## src/core/dss_pkg.sv

```systemverilog
// Constants shared by both ends of the dual-select sensor serial port.
// Assumes a 20 MHz system clock on both ends and one link between them.
package dss_pkg;
	// System clock rate and the automatic temperature conversion period.
	localparam int CLK_FREQ_MHZ   = 20;
	localparam int TEMP_PERIOD_US = 350;
	localparam int TEMP_PERIOD_CYC = TEMP_PERIOD_US * CLK_FREQ_MHZ;
	// Frame and word sizes.
	localparam int FRAME_CLKS = 16;
	localparam int CNT_W      = 5;
	localparam int ACC_W      = 12;
	localparam int ACC_SR_W   = ACC_W + 3;
	localparam int TEMP_W     = 10;
	localparam int TEMP_BITS  = TEMP_W + 1;
	localparam int CTRL_W     = 8;
	localparam int ACC_SAMPLE_RISE = 2;
	// Acceleration control word layout.
	localparam int CTRL_AXIS_BIT = 3;
	localparam int CTRL_PM_BIT   = 0;
	localparam logic [7:0] CTRL_ZERO_MASK = 8'h72;
	localparam logic [7:0] CTRL_ONE_MASK  = 8'h04;
	localparam logic [7:0] CTRL_RESET     = 8'h04;
	// Idle levels of the synchronised pins {sclk, cs_n, temp_select_n, sdi}.
	localparam logic [3:0] SYNC_IDLE = 4'h6;
	// Host serial clock half period in system clocks.
	localparam int SCLK_HALF_DIV = 10;
	// Host register map, byte addresses.
	localparam int WB_AW = 4;
	localparam logic [3:0] ADDR_CMD       = 4'h0;
	localparam logic [3:0] ADDR_ACC_CTRL  = 4'h4;
	localparam logic [3:0] ADDR_ACC_DATA  = 4'h8;
	localparam logic [3:0] ADDR_TEMP_DATA = 4'hC;
	localparam int CMD_ACC_BIT  = 0;
	localparam int CMD_TEMP_BIT = 1;
endpackage

```

## src/core/dss_link_if.sv

```systemverilog
// Serial link between the sensor port and its host controller.
// Assumes the bench drives no pin itself; it resolves the shared data line here.
`timescale 1ns/1ns
interface dss_link_if;
	logic sclk;
	logic cs_n;
	logic temp_select_n;
	logic sdi;
	logic sdo;
	logic sdo_oe;
	// Level seen on the shared data line. A released line reads as the
	// inverse of the last bit, so a sample taken too late shows as bad data.
	wire  sdo_line = sdo_oe ? sdo : ~sdo;

	modport device (
		input  sclk,
		input  cs_n,
		input  temp_select_n,
		input  sdi,
		output sdo,
		output sdo_oe
	);
	modport host (
		output sclk,
		output cs_n,
		output temp_select_n,
		output sdi,
		input  sdo_line
	);
endinterface

```

## src/core/dss_device.sv

```systemverilog
// Device end of the sensor serial port: control register, acceleration
// frames and temperature frames, all clocked by the system clock.
// Assumes every link pin is asynchronous; each passes two flip-flops.
`timescale 1ns/1ns
module dss_device #(
	parameter int TEMP_PERIOD = dss_pkg::TEMP_PERIOD_CYC
) (
	input  wire logic                       clk_i,
	input  wire logic                       rst_i,
	dss_link_if.device                      link,
	input  wire logic [dss_pkg::ACC_W-1:0]  accel_x_i,
	input  wire logic [dss_pkg::ACC_W-1:0]  accel_y_i,
	input  wire logic [dss_pkg::TEMP_W-1:0] temp_i,
	output logic      [dss_pkg::CTRL_W-1:0] ctrl_o,
	output logic                            shutdown_o
);
	import dss_pkg::*;

	////////////////////////////////////////////////////////////////////
	// Pin synchronisers and edge detection.

	logic [3:0] sync1_q;
	logic [3:0] sync2_q;
	logic [3:0] prev_q;

	// Two flip-flops per pin, then one more stage for edge detection.
	always_ff @(posedge clk_i)
	begin
		if (rst_i)
		begin
			sync1_q <= SYNC_IDLE;
			sync2_q <= SYNC_IDLE;
			prev_q  <= SYNC_IDLE;
		end
		else
		begin
			sync1_q <= {link.sclk, link.cs_n, link.temp_select_n, link.sdi};
			sync2_q <= sync1_q;
			prev_q  <= sync2_q;
		end
	end

	wire sclk_rise = sync2_q[3] & ~prev_q[3];
	wire sclk_fall = ~sync2_q[3] & prev_q[3];
	wire cs_act    = ~sync2_q[2];
	wire cs_fall   = ~sync2_q[2] & prev_q[2];
	wire tcs_act   = ~sync2_q[1];
	wire tcs_fall  = ~sync2_q[1] & prev_q[1];
	wire tcs_rise  = sync2_q[1] & ~prev_q[1];
	wire sdi_bit   = sync2_q[0];

	////////////////////////////////////////////////////////////////////
	// Acceleration frame counter and control register.

	logic [CNT_W-1:0]  rise_cnt_q;
	logic [CTRL_W-1:0] ctrl_sr_q;
	logic [CTRL_W-1:0] ctrl_q;
	logic              shutdown_q;

	// Serial clock edges count only inside an acceleration frame.
	wire acc_rise  = cs_act & ~cs_fall & sclk_rise;
	wire acc_fall  = cs_act & ~cs_fall & sclk_fall;
	wire last_rise = acc_rise && rise_cnt_q == CNT_W'(FRAME_CLKS - 1);
	wire in_ctrl   = acc_rise && rise_cnt_q < CNT_W'(CTRL_W);
	wire commit    = acc_rise && rise_cnt_q == CNT_W'(CTRL_W - 1);
	wire sample    = acc_rise && rise_cnt_q == CNT_W'(ACC_SAMPLE_RISE - 1);
	wire [CTRL_W-1:0] new_word = {ctrl_sr_q[CTRL_W-2:0], sdi_bit};

	// Counts serial clock rises; wraps after sixteen for the next frame.
	always_ff @(posedge clk_i)
	begin
		if (rst_i)
			rise_cnt_q <= '0;
		else if (cs_fall)
			rise_cnt_q <= '0;
		else if (last_rise)
			rise_cnt_q <= '0;
		else if (acc_rise)
			rise_cnt_q <= rise_cnt_q + CNT_W'(1);
	end

	// Shifts the control word in on the first eight rises of a frame.
	always_ff @(posedge clk_i)
	begin
		if (rst_i)
			ctrl_sr_q <= '0;
		else if (in_ctrl)
			ctrl_sr_q <= new_word;
	end

	// The word is stored at the eighth rise and kept through shutdown.
	always_ff @(posedge clk_i)
	begin
		if (rst_i)
			ctrl_q <= CTRL_RESET;
		else if (commit)
			ctrl_q <= new_word;
	end

	// Shutdown starts at once; wake-up waits for the sixteenth rise.
	always_ff @(posedge clk_i)
	begin
		if (rst_i)
			shutdown_q <= 1'b0;
		else if (commit && new_word[CTRL_PM_BIT])
			shutdown_q <= 1'b1;
		else if (last_rise && !ctrl_q[CTRL_PM_BIT])
			shutdown_q <= 1'b0;
	end

	assign ctrl_o     = ctrl_q;
	assign shutdown_o = shutdown_q;

	////////////////////////////////////////////////////////////////////
	// Acceleration sample and result shifter.

	logic [ACC_SR_W-1:0] acc_sr_q;

	// The axis bit routes X or Y; a powered-down converter returns zero.
	wire [ACC_W-1:0] acc_pick = ctrl_q[CTRL_AXIS_BIT] ? accel_y_i : accel_x_i;
	wire [ACC_W-1:0] acc_word = shutdown_q ? '0 : acc_pick;

	// Loaded on the second rise, shifted one bit per fall.
	always_ff @(posedge clk_i)
	begin
		if (rst_i)
			acc_sr_q <= '0;
		else if (cs_fall)
			acc_sr_q <= '0;
		else if (sample)
			acc_sr_q <= {1'b0, acc_word, 2'b00};
		else if (acc_fall)
			acc_sr_q <= {acc_sr_q[ACC_SR_W-2:0], 1'b0};
	end

	////////////////////////////////////////////////////////////////////
	// Temperature conversion timer and result register.

	logic [$clog2(TEMP_PERIOD)-1:0] timer_q;
	logic [TEMP_W-1:0]              temp_res_q;

	wire timer_end = timer_q == ($clog2(TEMP_PERIOD))'(TEMP_PERIOD - 1);

	// Free-running period, restarted when a temperature read ends.
	always_ff @(posedge clk_i)
	begin
		if (rst_i || tcs_rise || timer_end)
			timer_q <= '0;
		else
			timer_q <= timer_q + 1'b1;
	end

	// A conversion lands only when no read is in progress, so a frame
	// never sees its result change underneath it.
	always_ff @(posedge clk_i)
	begin
		if (rst_i)
			temp_res_q <= '0;
		else if (timer_end && !tcs_act)
			temp_res_q <= temp_i;
	end

	////////////////////////////////////////////////////////////////////
	// Temperature read shifter.

	logic [TEMP_BITS-1:0] tsr_q;
	logic [3:0]           tshift_q;

	// Falls while deselected are ignored; once all bits are out the last
	// one stays on the line.
	wire tmp_fall = tcs_act & ~tcs_fall & sclk_fall;
	wire tmp_more = tshift_q < 4'(TEMP_BITS - 1);

	always_ff @(posedge clk_i)
	begin
		if (rst_i)
		begin
			tsr_q    <= '0;
			tshift_q <= '0;
		end
		else if (tcs_fall)
		begin
			tsr_q    <= {1'b0, temp_res_q};
			tshift_q <= '0;
		end
		else if (tmp_fall && tmp_more)
		begin
			tsr_q    <= {tsr_q[TEMP_BITS-2:0], 1'b0};
			tshift_q <= tshift_q + 4'(1);
		end
	end

	////////////////////////////////////////////////////////////////////
	// Serial output and its enable.

	logic sdo_q;
	logic oe_q;
	logic sdo_d;

	// Picks the bit for the line from whichever frame is open.
	always_comb
	begin
		sdo_d = sdo_q;
		if (tcs_act)
			sdo_d = tsr_q[TEMP_BITS-1];
		else if (cs_fall)
			sdo_d = 1'b0;
		else if (acc_fall)
			sdo_d = acc_sr_q[ACC_SR_W-1];
	end

	// The line is driven only while a select is low.
	always_ff @(posedge clk_i)
	begin
		if (rst_i)
		begin
			sdo_q <= 1'b0;
			oe_q  <= 1'b0;
		end
		else
		begin
			sdo_q <= sdo_d;
			oe_q  <= cs_act | tcs_act;
		end
	end

	assign link.sdo    = sdo_q;
	assign link.sdo_oe = oe_q;
endmodule

```

## src/flat_wrapper.sv

```systemverilog
// flat-port wrapper written by rule: the top's interface ports become plain ports
module dss_device_flat import dss_pkg::*;
#(
	parameter int TEMP_PERIOD = dss_pkg::TEMP_PERIOD_CYC
)
  (clk_i, rst_i, accel_x_i, accel_y_i, temp_i, ctrl_o, shutdown_o, link_sclk, link_cs_n, link_temp_select_n, link_sdi, link_sdo, link_sdo_oe);
  dss_link_if link_i ();
  input  wire logic clk_i;
  input  wire logic rst_i;
  input  wire logic [dss_pkg::ACC_W-1:0] accel_x_i;
  input  wire logic [dss_pkg::ACC_W-1:0] accel_y_i;
  input  wire logic [dss_pkg::TEMP_W-1:0] temp_i;
  output logic      [dss_pkg::CTRL_W-1:0] ctrl_o;
  output logic shutdown_o;
  input wire logic [$bits(link_i.sclk)-1:0] link_sclk;
  input wire logic [$bits(link_i.cs_n)-1:0] link_cs_n;
  input wire logic [$bits(link_i.temp_select_n)-1:0] link_temp_select_n;
  input wire logic [$bits(link_i.sdi)-1:0] link_sdi;
  output wire logic [$bits(link_i.sdo)-1:0] link_sdo;
  output wire logic [$bits(link_i.sdo_oe)-1:0] link_sdo_oe;
  assign link_i.sclk = link_sclk;
  assign link_i.cs_n = link_cs_n;
  assign link_i.temp_select_n = link_temp_select_n;
  assign link_i.sdi = link_sdi;
  assign link_sdo = link_i.sdo;
  assign link_sdo_oe = link_i.sdo_oe;
  dss_device #(.TEMP_PERIOD(TEMP_PERIOD)) u_core (.clk_i(clk_i), .rst_i(rst_i), .link(link_i), .accel_x_i(accel_x_i), .accel_y_i(accel_y_i), .temp_i(temp_i), .ctrl_o(ctrl_o), .shutdown_o(shutdown_o));
endmodule
```

## config.mk

```make
export PLATFORM = sky130hd
export DESIGN_NAME = dss_device_flat
export DESIGN_NICKNAME = d
export VERILOG_FILES = /design/src/core/dss_pkg.sv /design/src/core/dss_link_if.sv /design/src/core/dss_device.sv /design/src/flat_wrapper.sv
export SDC_FILE = /design/constraint.sdc
export NUM_CORES = 1
export LEC_CHECK = 0
export ABC_AREA = 1
export CAP_MARGIN = 15
export CORE_ASPECT_RATIO = 1.25
export CORE_MARGIN = 2
export CORE_UTILIZATION = 40
export CTS_CLUSTER_DIAMETER = 30
export DETAILED_ROUTE_END_ITERATION = 10
export DONT_BUFFER_PORTS = 1
export GPL_TIMING_DRIVEN = 1
export PLACE_DENSITY = 0.53
export SYNTH_ARGS = -nofsm -noshare
export SYNTH_HDL_FRONTEND = slang
export SYNTH_SLANG_ARGS = --single-unit
```

## constraint.sdc

```tcl
create_clock -name clk_i -period 1.8 [get_ports clk_i]
set_input_delay 0.09 -clock clk_i [delete_from_list [all_inputs] [get_ports clk_i]]
set_output_delay 0.09 -clock clk_i [all_outputs]
set_load 0.01 [all_outputs]
```

* Word-level counts from Yosys, hierarchy flattened
Index checks and enable logic that the tools add are counted.
** Storage, ports and cells
- Flip-flop bits (word level) :: 86
- Word-level logic and storage cells :: 73
** Cells by class
- Equality and inequality tests :: 5
- $lt $le $gt $ge :: 2
- Reductions and logical operators :: 18
- Bitwise operators :: 18
- Mux-type cells :: 11
- $add $sub $neg :: 3
** Operator list (number)
- 14-bit two-way mux :: 2
- 12-bit two-way mux :: 2
- 10-bit two-way mux :: 2
- 13-bit by 1-bit adder with 13-bit output, second input constant :: 1
- 13-bit equality test, second input constant :: 1
- 1-bit bitwise AND :: 10
- 1-bit logical AND :: 8
- 1-bit inverter :: 7
- 2-bit nonzero test :: 3
- 3-bit OR reduction :: 2
- 5-bit by 1-bit adder with 5-bit output, second input constant :: 1
- 5-bit by 1-bit equality test with 1-bit output, second input constant :: 1
- 5-bit by 3-bit equality test with 1-bit output, second input constant :: 1
- 5-bit by 4-bit equality test with 1-bit output, second input constant :: 1
- 5-bit by 4-bit less-than comparator with 1-bit output, second input constant :: 1
- 1-bit two-way mux :: 5
- 4-bit by 1-bit adder with 4-bit output, second input constant :: 1
- 4-bit less-than comparator, second input constant :: 1
- 2-bit OR reduction :: 2
- 3-bit != test, second input constant :: 1
- 1-bit logical OR :: 2
- 1-bit logical NOT :: 1
- 1-bit OR :: 1

* Logic depth before layout (Yosys ltp)
Gate-level depths: netlist (run 1).
- Word-level depth :: 9
- Gate-level depth with buffers :: 9
- Depth with buffers taken out :: 8

* Worst setup path before layout (run 1)
Ideal clock, no wire load.
- Path type :: register -> register
- Start :: reg u_core.rise_cnt_q[0]
- End :: reg u_core.rise_cnt_q[4]
- Data arrival time :: 1326 ps
- Stages on the path, launching flop included :: 7
- Setup time :: 70 ps
- Slack :: 404 ps
- Clock period less this slack :: 1396 ps
- Path buffers :: 0
- Path through :: dfxtp_1 -> ha_1 -> nand2_1 -> nor2_1 -> ha_1 -> or2_2 -> a21oi_1
** Between the ends
- Longest elaborated chain between the ends :: 3
- Elaborated cells on any way between the ends :: 4
** Ends and longest elaborated chain
- start, declared :: line dss_device.sv:55 : logic [CNT_W-1:0] rise_cnt_q;
- start signal, assigned :: line dss_device.sv:79 : rise_cnt_q <= rise_cnt_q + CNT_W'(1);
- parallel branches: the longest is 3 deep, another holds 5-bit by 1-bit adder with 5-bit output
Parallel ways; which one is timed is not known.
A chain may end at the register's enable or synchronous reset.

* Worst setup path in the final report (run 1)
Same ends and word-level chain as after synthesis.

==> impl_metrics.tcl, run 1 <==
set metrics [dict create \
    rr_worst_depth 6 \
    cts.clk_slew.worst_paths_ns 0.06 \
    via_count 3417 \
    wl_met3_um 291 \
    r2r_slack_ns 0.28 \
    clk_latency_ns 0.33 \
    worst-path-max-fanout 4 \
    ios 51 \
    max-cap-violations 0 \
    finalSetupViolations 0 \
    endpoint_kind "register" \
    leakage_nw 1.71 \
    grt_max_degree 21 \
    grt_pass1_vias 3076 \
    slew_viol_final 0 \
    syn_area_mm2 0.00393 \
    synth-seq-area-share 0.433 \
    route.top_layer_used "met4" \
    min_path_cells 4 \
    avgRoutedWirePerCell_um 12.3 \
    synth.distinct_cells 36 \
    numCtsBuffers 9 \
    max_slew.worst_pin.slew_ns 0.694 \
    critPathLaunchType "register" \
    cts.htree.levels 3 \
    synth_area_leaders "dfxtp_1 (43%), nand2_1 (11%), nor2_1 (9.5%), nand3_1 (6.2%), a21oi_1 (4.7%)" \
    start_util 0.409 \
    gr-total-overflow 0 \
    hpwl_um 5920 \
    power.density_mw_per_mm2 894 \
    timing.fmax_mhz 657 \
    syn-instance-count 553 \
    m1WireLength_um 3960 \
    max-slew-margin-rel 0.536 \
    design_area_mm2 0.00447 \
    drive_gt1_frac 0.107 \
    viasPerCell 4.91 \
    r2r_start "u_core.rise_cnt_q[0]" \
    rsz0062_at_grt "no" \
    fin_tns_setup_ns 0 \
    synthFlopType "dfxtp_1" \
    die_w_um 92.7 \
    area_growth_syn_to_layout_pct 13.6 \
    synth_edf_count 0 \
    utilization 0.465 \
    synth_fp_nets 598 \
    peakVddDrop_uv 554 \
    ys_warn_count 0 \
    ant_nets 0 \
    cts_hold_buf 10 \
    clock_skew_ns 0.00602 \
    avgSynthCellArea_um2 7.11 \
    fin_nets 610 \
    drc 0 \
    die_area_mm2 0.0106 \
    outcome "completed" \
    cp_data_required_time_ns 2.07 \
    routed_wl_um 8570 \
    grt_antenna_before_repair 0 \
    fp.coreArea_mm2 0.00961 \
    hold_end "u_core.temp_res_q[5]" \
    grt_pass1_wl_um 14200 \
    min_path_type "primary input to register" \
    postCtsSetupBuffers 0 \
    cp.arrival_ns 1.79 \
    dr.pass1.iters 4 \
    period_minus_slack_ns 1.52 \
    finalCritPeriodShare 0.846 \
    min-delay-start "temp_i[5]" \
    fillers 981 \
    synth-seq-cells 85 \
    async_flop_share 0 \
    cts_num_sinks 85 \
    diodes 0 \
    port_buffers 0 \
    rows 40 \
    cts_tree "yes" \
    placed_area_mm2 0.00406 \
    yosysTopAreaCell "dfxtp_1" \
    hold_viol_final 0 \
    clockRootBuffer "clkbuf_16" \
    grt_usage 0.167 \
    rr_endpoint "u_core.rise_cnt_q[4]" \
    cts_buffer_depth 2 \
    cts_resized 0 \
    synth.most_common_cell "nand2_1" \
    wl_met2_um 4200 \
    die_y_um 115 \
    synth.top_cell.area_share 0.433 \
    worstSetupPathType "register to register" \
    gp_congestion 0.787 \
    synthTopCellsByCount "nand2_1 (119), nor2_1 (100), dfxtp_1 (85)" \
    drt-initial-drc-count 121 \
]
## worst max-delay path by stage
stage                     slack, ns              endpoint  cells after the start                  from
after global routing           0.14  u_core.rise_cnt_q[4]                      6  u_core.rise_cnt_q[0]
after CTS                      0.26  u_core.rise_cnt_q[4]                      6  u_core.rise_cnt_q[0]
after global placement         0.30  u_core.rise_cnt_q[4]                      6  u_core.rise_cnt_q[0]
after floorplan                0.40  u_core.rise_cnt_q[4]                      6  u_core.rise_cnt_q[0]
final                          0.28  u_core.rise_cnt_q[4]                      6  u_core.rise_cnt_q[0]
after detailed placement       0.28  u_core.rise_cnt_q[4]                      6  u_core.rise_cnt_q[0]
## per-layer routing
layer,global-route usage,vias up
met4,0.0618,0
li1,-,1802
met2,0.287,56
met3,0.0360,7
met5,0,-
met1,0.208,1552
## flip-flops by register name (all words and copies together), names as in the netlist
| signal | count |
|---|---|
| u_core.ctrl_sr_q | 7 |
| u_core.shutdown_o | 1 |
| u_core.link.sdo_oe | 1 |
| u_core.sync1_q | 4 |
| u_core.sync2_q | 4 |
| u_core.tsr_q | 11 |
| u_core.temp_res_q | 10 |
| u_core.link.sdo | 1 |
| u_core.timer_q | 13 |
| u_core.ctrl_o | 8 |
| u_core.acc_sr_q | 13 |
| u_core.prev_q | 3 |
| u_core.tshift_q | 4 |
| u_core.rise_cnt_q | 5 |
## per-stage QoR
step | total power, mW | setup slack, ns | cells | hold WS [ns]
global route | 4.15 | 0.138 | 696 | 0.0313
detailed placement | 2.12 | 0.282 | 670 | 0.166
floorplan | 2.09 | 0.404 | 553 | 0.194
global placement | 2.11 | 0.300 | 670 | 0.162
CTS | 4.05 | 0.264 | 696 | 0.000202
finish | 3.99 | 0.277 | 696 | 0.00752
## cells by family after synthesis
| group | count (synthesis) | synth area share |
|---|---|---|
| AO/OA/AOI/OAI | 74 | 0.0952 |
| adder cells (fa/ha/maj) | 5 | 0.0159 |
| buffers and inverters | 68 | 0.0757 |
| XOR/XNOR | 7 | 0.0156 |
| flip-flops | 85 | 0.433 |
| AND/OR/NAND/NOR | 314 | 0.365 |
## layout make-up
class	count	area, µm²	share of cell area
multi-input combinational	400	1930	0.433
sequential	85	1700	0.381
clock buffer	10	239	0.0535
inverter	48	184	0.0412
timing repair buffer	21	183	0.0409
tap	126	158	0.0353
clock inverter	6	68.8	0.0154
## cell usage in the layout, fill, tap and decap left out, types with 2 or more instances in the layout
cell type and count:
xor2_1 6, nor2_4 4, nand4_1 13, nor2_2 5, nand3_1 49, clkinv_2 2
nand2_4 2, dlygate4sd3_1 10, ha_1 5, nand2_1 119, o21ai_1 4, inv_2 3
buf_4 11, and3_1 2, a21oi_1 37, dfxtp_1 85, nor2_1 100, o21ai_0 31
or2_2 6, nand2_2 6, inv_6 3, clkbuf_16 9, nand3_4 2, inv_1 42
## where the power goes
group	total, mW	leakage, nW	internal, mW	switching, mW
clock network	1.90	0.150	1.13	0.771
registers	1.93	0.688	1.91	0.0182
logic	0.171	0.874	0.0668	0.104
total	3.99	1.71	3.10	0.894
## critical path, cell delays in order (launching register included)
cell,delay [ns]
dfxtp_1,0.40
ha_1,0.24
nand2_1,0.10
nor2_1,0.10
ha_1,0.22
or2_2,0.29
a21oi_1,0.11
No activity file was read; power rests on OpenSTA's default activity.
==> run 2, diff against run 1 <==
Settings changed: ABC_AREA 1 to 0.
Clock period 1.8 ns to 1.5 ns, I/O delays scaled along.
==> run 2 against run 1 <==
Compared with the run above: the flow now finishes with violations (setup timing); first-iteration DRC count down 20%; sequential cell count is the same; non-clock buffer count grew 28; combinational power up 9%; highest routed layer unchanged.
==> impl_metrics.tcl, run 2 <==
set metrics [dict create \
    clk_latency_ns 0.36 \
    max-slew-margin-rel 0.633 \
    rows 38 \
    cp.arrival_ns 1.87 \
    syn_area_mm2 0.00357 \
    grt_usage 0.158 \
    finalCritPeriodShare 1.05 \
    drc 0 \
    met2_usage 0.249 \
    endpoint_kind "register" \
    clockRootBuffer "clkbuf_8" \
    fin_total_pwr_mw 4.38 \
    cp_data_required_time_ns 1.79 \
    gr-usage-met3 0.0458 \
    fp.coreArea_mm2 0.00870 \
    avgRoutedWirePerCell_um 13.0 \
    top_regs "u_core.acc_sr_q x13, u_core.timer_q x13, u_core.tsr_q x11" \
    cts.clk_slew.worst_paths_ns 0.09 \
    cts.htree.levels 3 \
    drive_gt1_frac 0.188 \
    routed_wl_um 7100 \
    die_area_mm2 0.00970 \
    worst-path-max-fanout 4 \
    gr-total-overflow 0 \
    die_w_um 88.5 \
    finalSetupViolations 2 \
    synth-seq-area-share 0.477 \
    hpwl_um 4640 \
    pre_cts_ws_ns -0.0511 \
    layout_commonest_cell "dfxtp_1" \
    start_util 0.410 \
    via_count 2721 \
    syn-instance-count 382 \
    fin_nets 465 \
    grt_max_degree 47 \
    port_buffers 0 \
    rsz0062_at_grt "yes" \
    ios 51 \
    synth_fp_nets 427 \
    outcome "finished with violations" \
    async_flop_share 0 \
    yosysTopAreaCell "dfxtp_1" \
    ant_nets 0 \
    critPathLaunchType "register" \
    avgSynthCellArea_um2 9.34 \
    grt_pass1_wl_um 12000 \
    slew_viol_final 0 \
    max-cap-violations 0 \
    hold_viol_final 0 \
    drt-initial-drc-count 97 \
    power.density_mw_per_mm2 983 \
    synth.top_cell.area_share 0.477 \
    ys_warn_count 0 \
    met1_usage 0.201 \
    period_minus_slack_ns 1.57 \
    cts_buffer_depth 2 \
    area_growth_syn_to_layout_pct 24.6 \
    worst_slack_ns -0.0740 \
    synth_area_leaders "dfxtp_1 (48%), mux2i_1 (15%), nor2_1 (6.7%), a21oi_1 (3.6%), nand2_1 (2.5%)" \
    synth.most_common_cell "dfxtp_1" \
    gp_congestion 0.763 \
    synth_edf_count 0 \
    max_slew.worst_pin.slew_ns 0.549 \
    diodes 0 \
    cts_tree "yes" \
    leakage_nw 1.73 \
    final_cell_mix "dfxtp_1 (77), nor2_1 (64), mux2i_1 (52), buf_4 (27), a21oi_1 (25)" \
    synth-seq-cells 85 \
    violations "setup timing" \
    synth.distinct_cells 41 \
    die_y_um 110 \
    numCtsBuffers 9 \
    synthFlopType "dfxtp_1" \
    cts_num_sinks 85 \
    grt_busiest_layer "met2" \
    clock_skew_ns 0.00877 \
    grt_pass1_vias 2561 \
    grt_antenna_before_repair 0 \
    viasPerCell 4.99 \
    worstSetupPathType "register to register" \
    dr.pass1.iters 4 \
    synthTopCellsByCount "dfxtp_1 (85), nor2_1 (64), mux2i_1 (53)" \
    timing.fmax_mhz 635 \
    min_path_type "primary input to register" \
    peakVddDrop_uv 573 \
]
run 2: per-stage QoR:
stage	hold WS, ns	TNS (ns)	utilization	cell area [µm²]	instances
after floorplan	0.179	-0.665	-	3610	382
after global routing	0.0426	-1.39	0.511	4450	545
after CTS	0.000298	-0.0658	0.499	4340	542
final	0.0522	-0.0858	0.511	4450	545
after detailed placement	0.147	-0.143	0.452	3930	510
after global placement	0.148	-0.0337	0.452	3930	510
run 2: kinds of logic after synthesis:
group | share of synthesized area
and+or+nand+nor | 0.188
DFF | 0.477
AOI/OAI and AO/OA | 0.103
muxes | 0.149
buffers and inverters | 0.0343
xor gates and xnor gates | 0.0319
adders and majority gates | 0.0175
run 2: path summary, 6_finish.rpt:
kind | slack (ns) | startpoint | endpoint | cells past startpoint
setup / recovery | -0.07 | u_core.prev_q[2] | u_core.rise_cnt_q[2] | 3
hold / removal | 0.05 | accel_x_i[2] | u_core.acc_sr_q[4] | 4
setup reg to reg | -0.07 | u_core.prev_q[2] | u_core.rise_cnt_q[2] | 3
hold reg to reg | 0.41 | u_core.sync1_q[1] | u_core.sync2_q[1] | 1
run 2: per-layer routing:
metal | up-vias | routed length [µm]
li1 | 1416 | -
met1 | 1255 | 3400
met2 | 42 | 3400
met3 | 8 | 216
met4 | 0 | 84
met5 | - | 0
run 2: cell type report:
type / count / area, µm²
timing repair buffer: 49 / 480
inverter: 8 / 30.0
clock inverter: 5 / 81.3
sequential: 85 / 1710
multi-input combinational: 267 / 1840
tap: 120 / 150
clock buffer: 11 / 151
fill: 807 / 4250
run 2: report_power, final:
group / internal (mW) / switching (mW)
sequential: 2.29 / 0.0231
clock: 1.03 / 0.844
combinational: 0.0944 / 0.0929
run 2: timing repair:
item | in CTS | in global routing
gates resized for setup | 2 | 16
hold buffers | 15 | 1
buffers inserted | 1 | 1
pin swaps | 2 | 5
endpoints found under the setup margin | 12 | 48
hold endpoints to repair | 52 | 1
gates cloned | 0 | 1
run 2: worst max-delay path, stage by stage (launching register included):
cell and delay [ns]:
dfxtp_2 0.34, or4b_4 0.56, or4b_1 0.47, a21oi_1 0.14
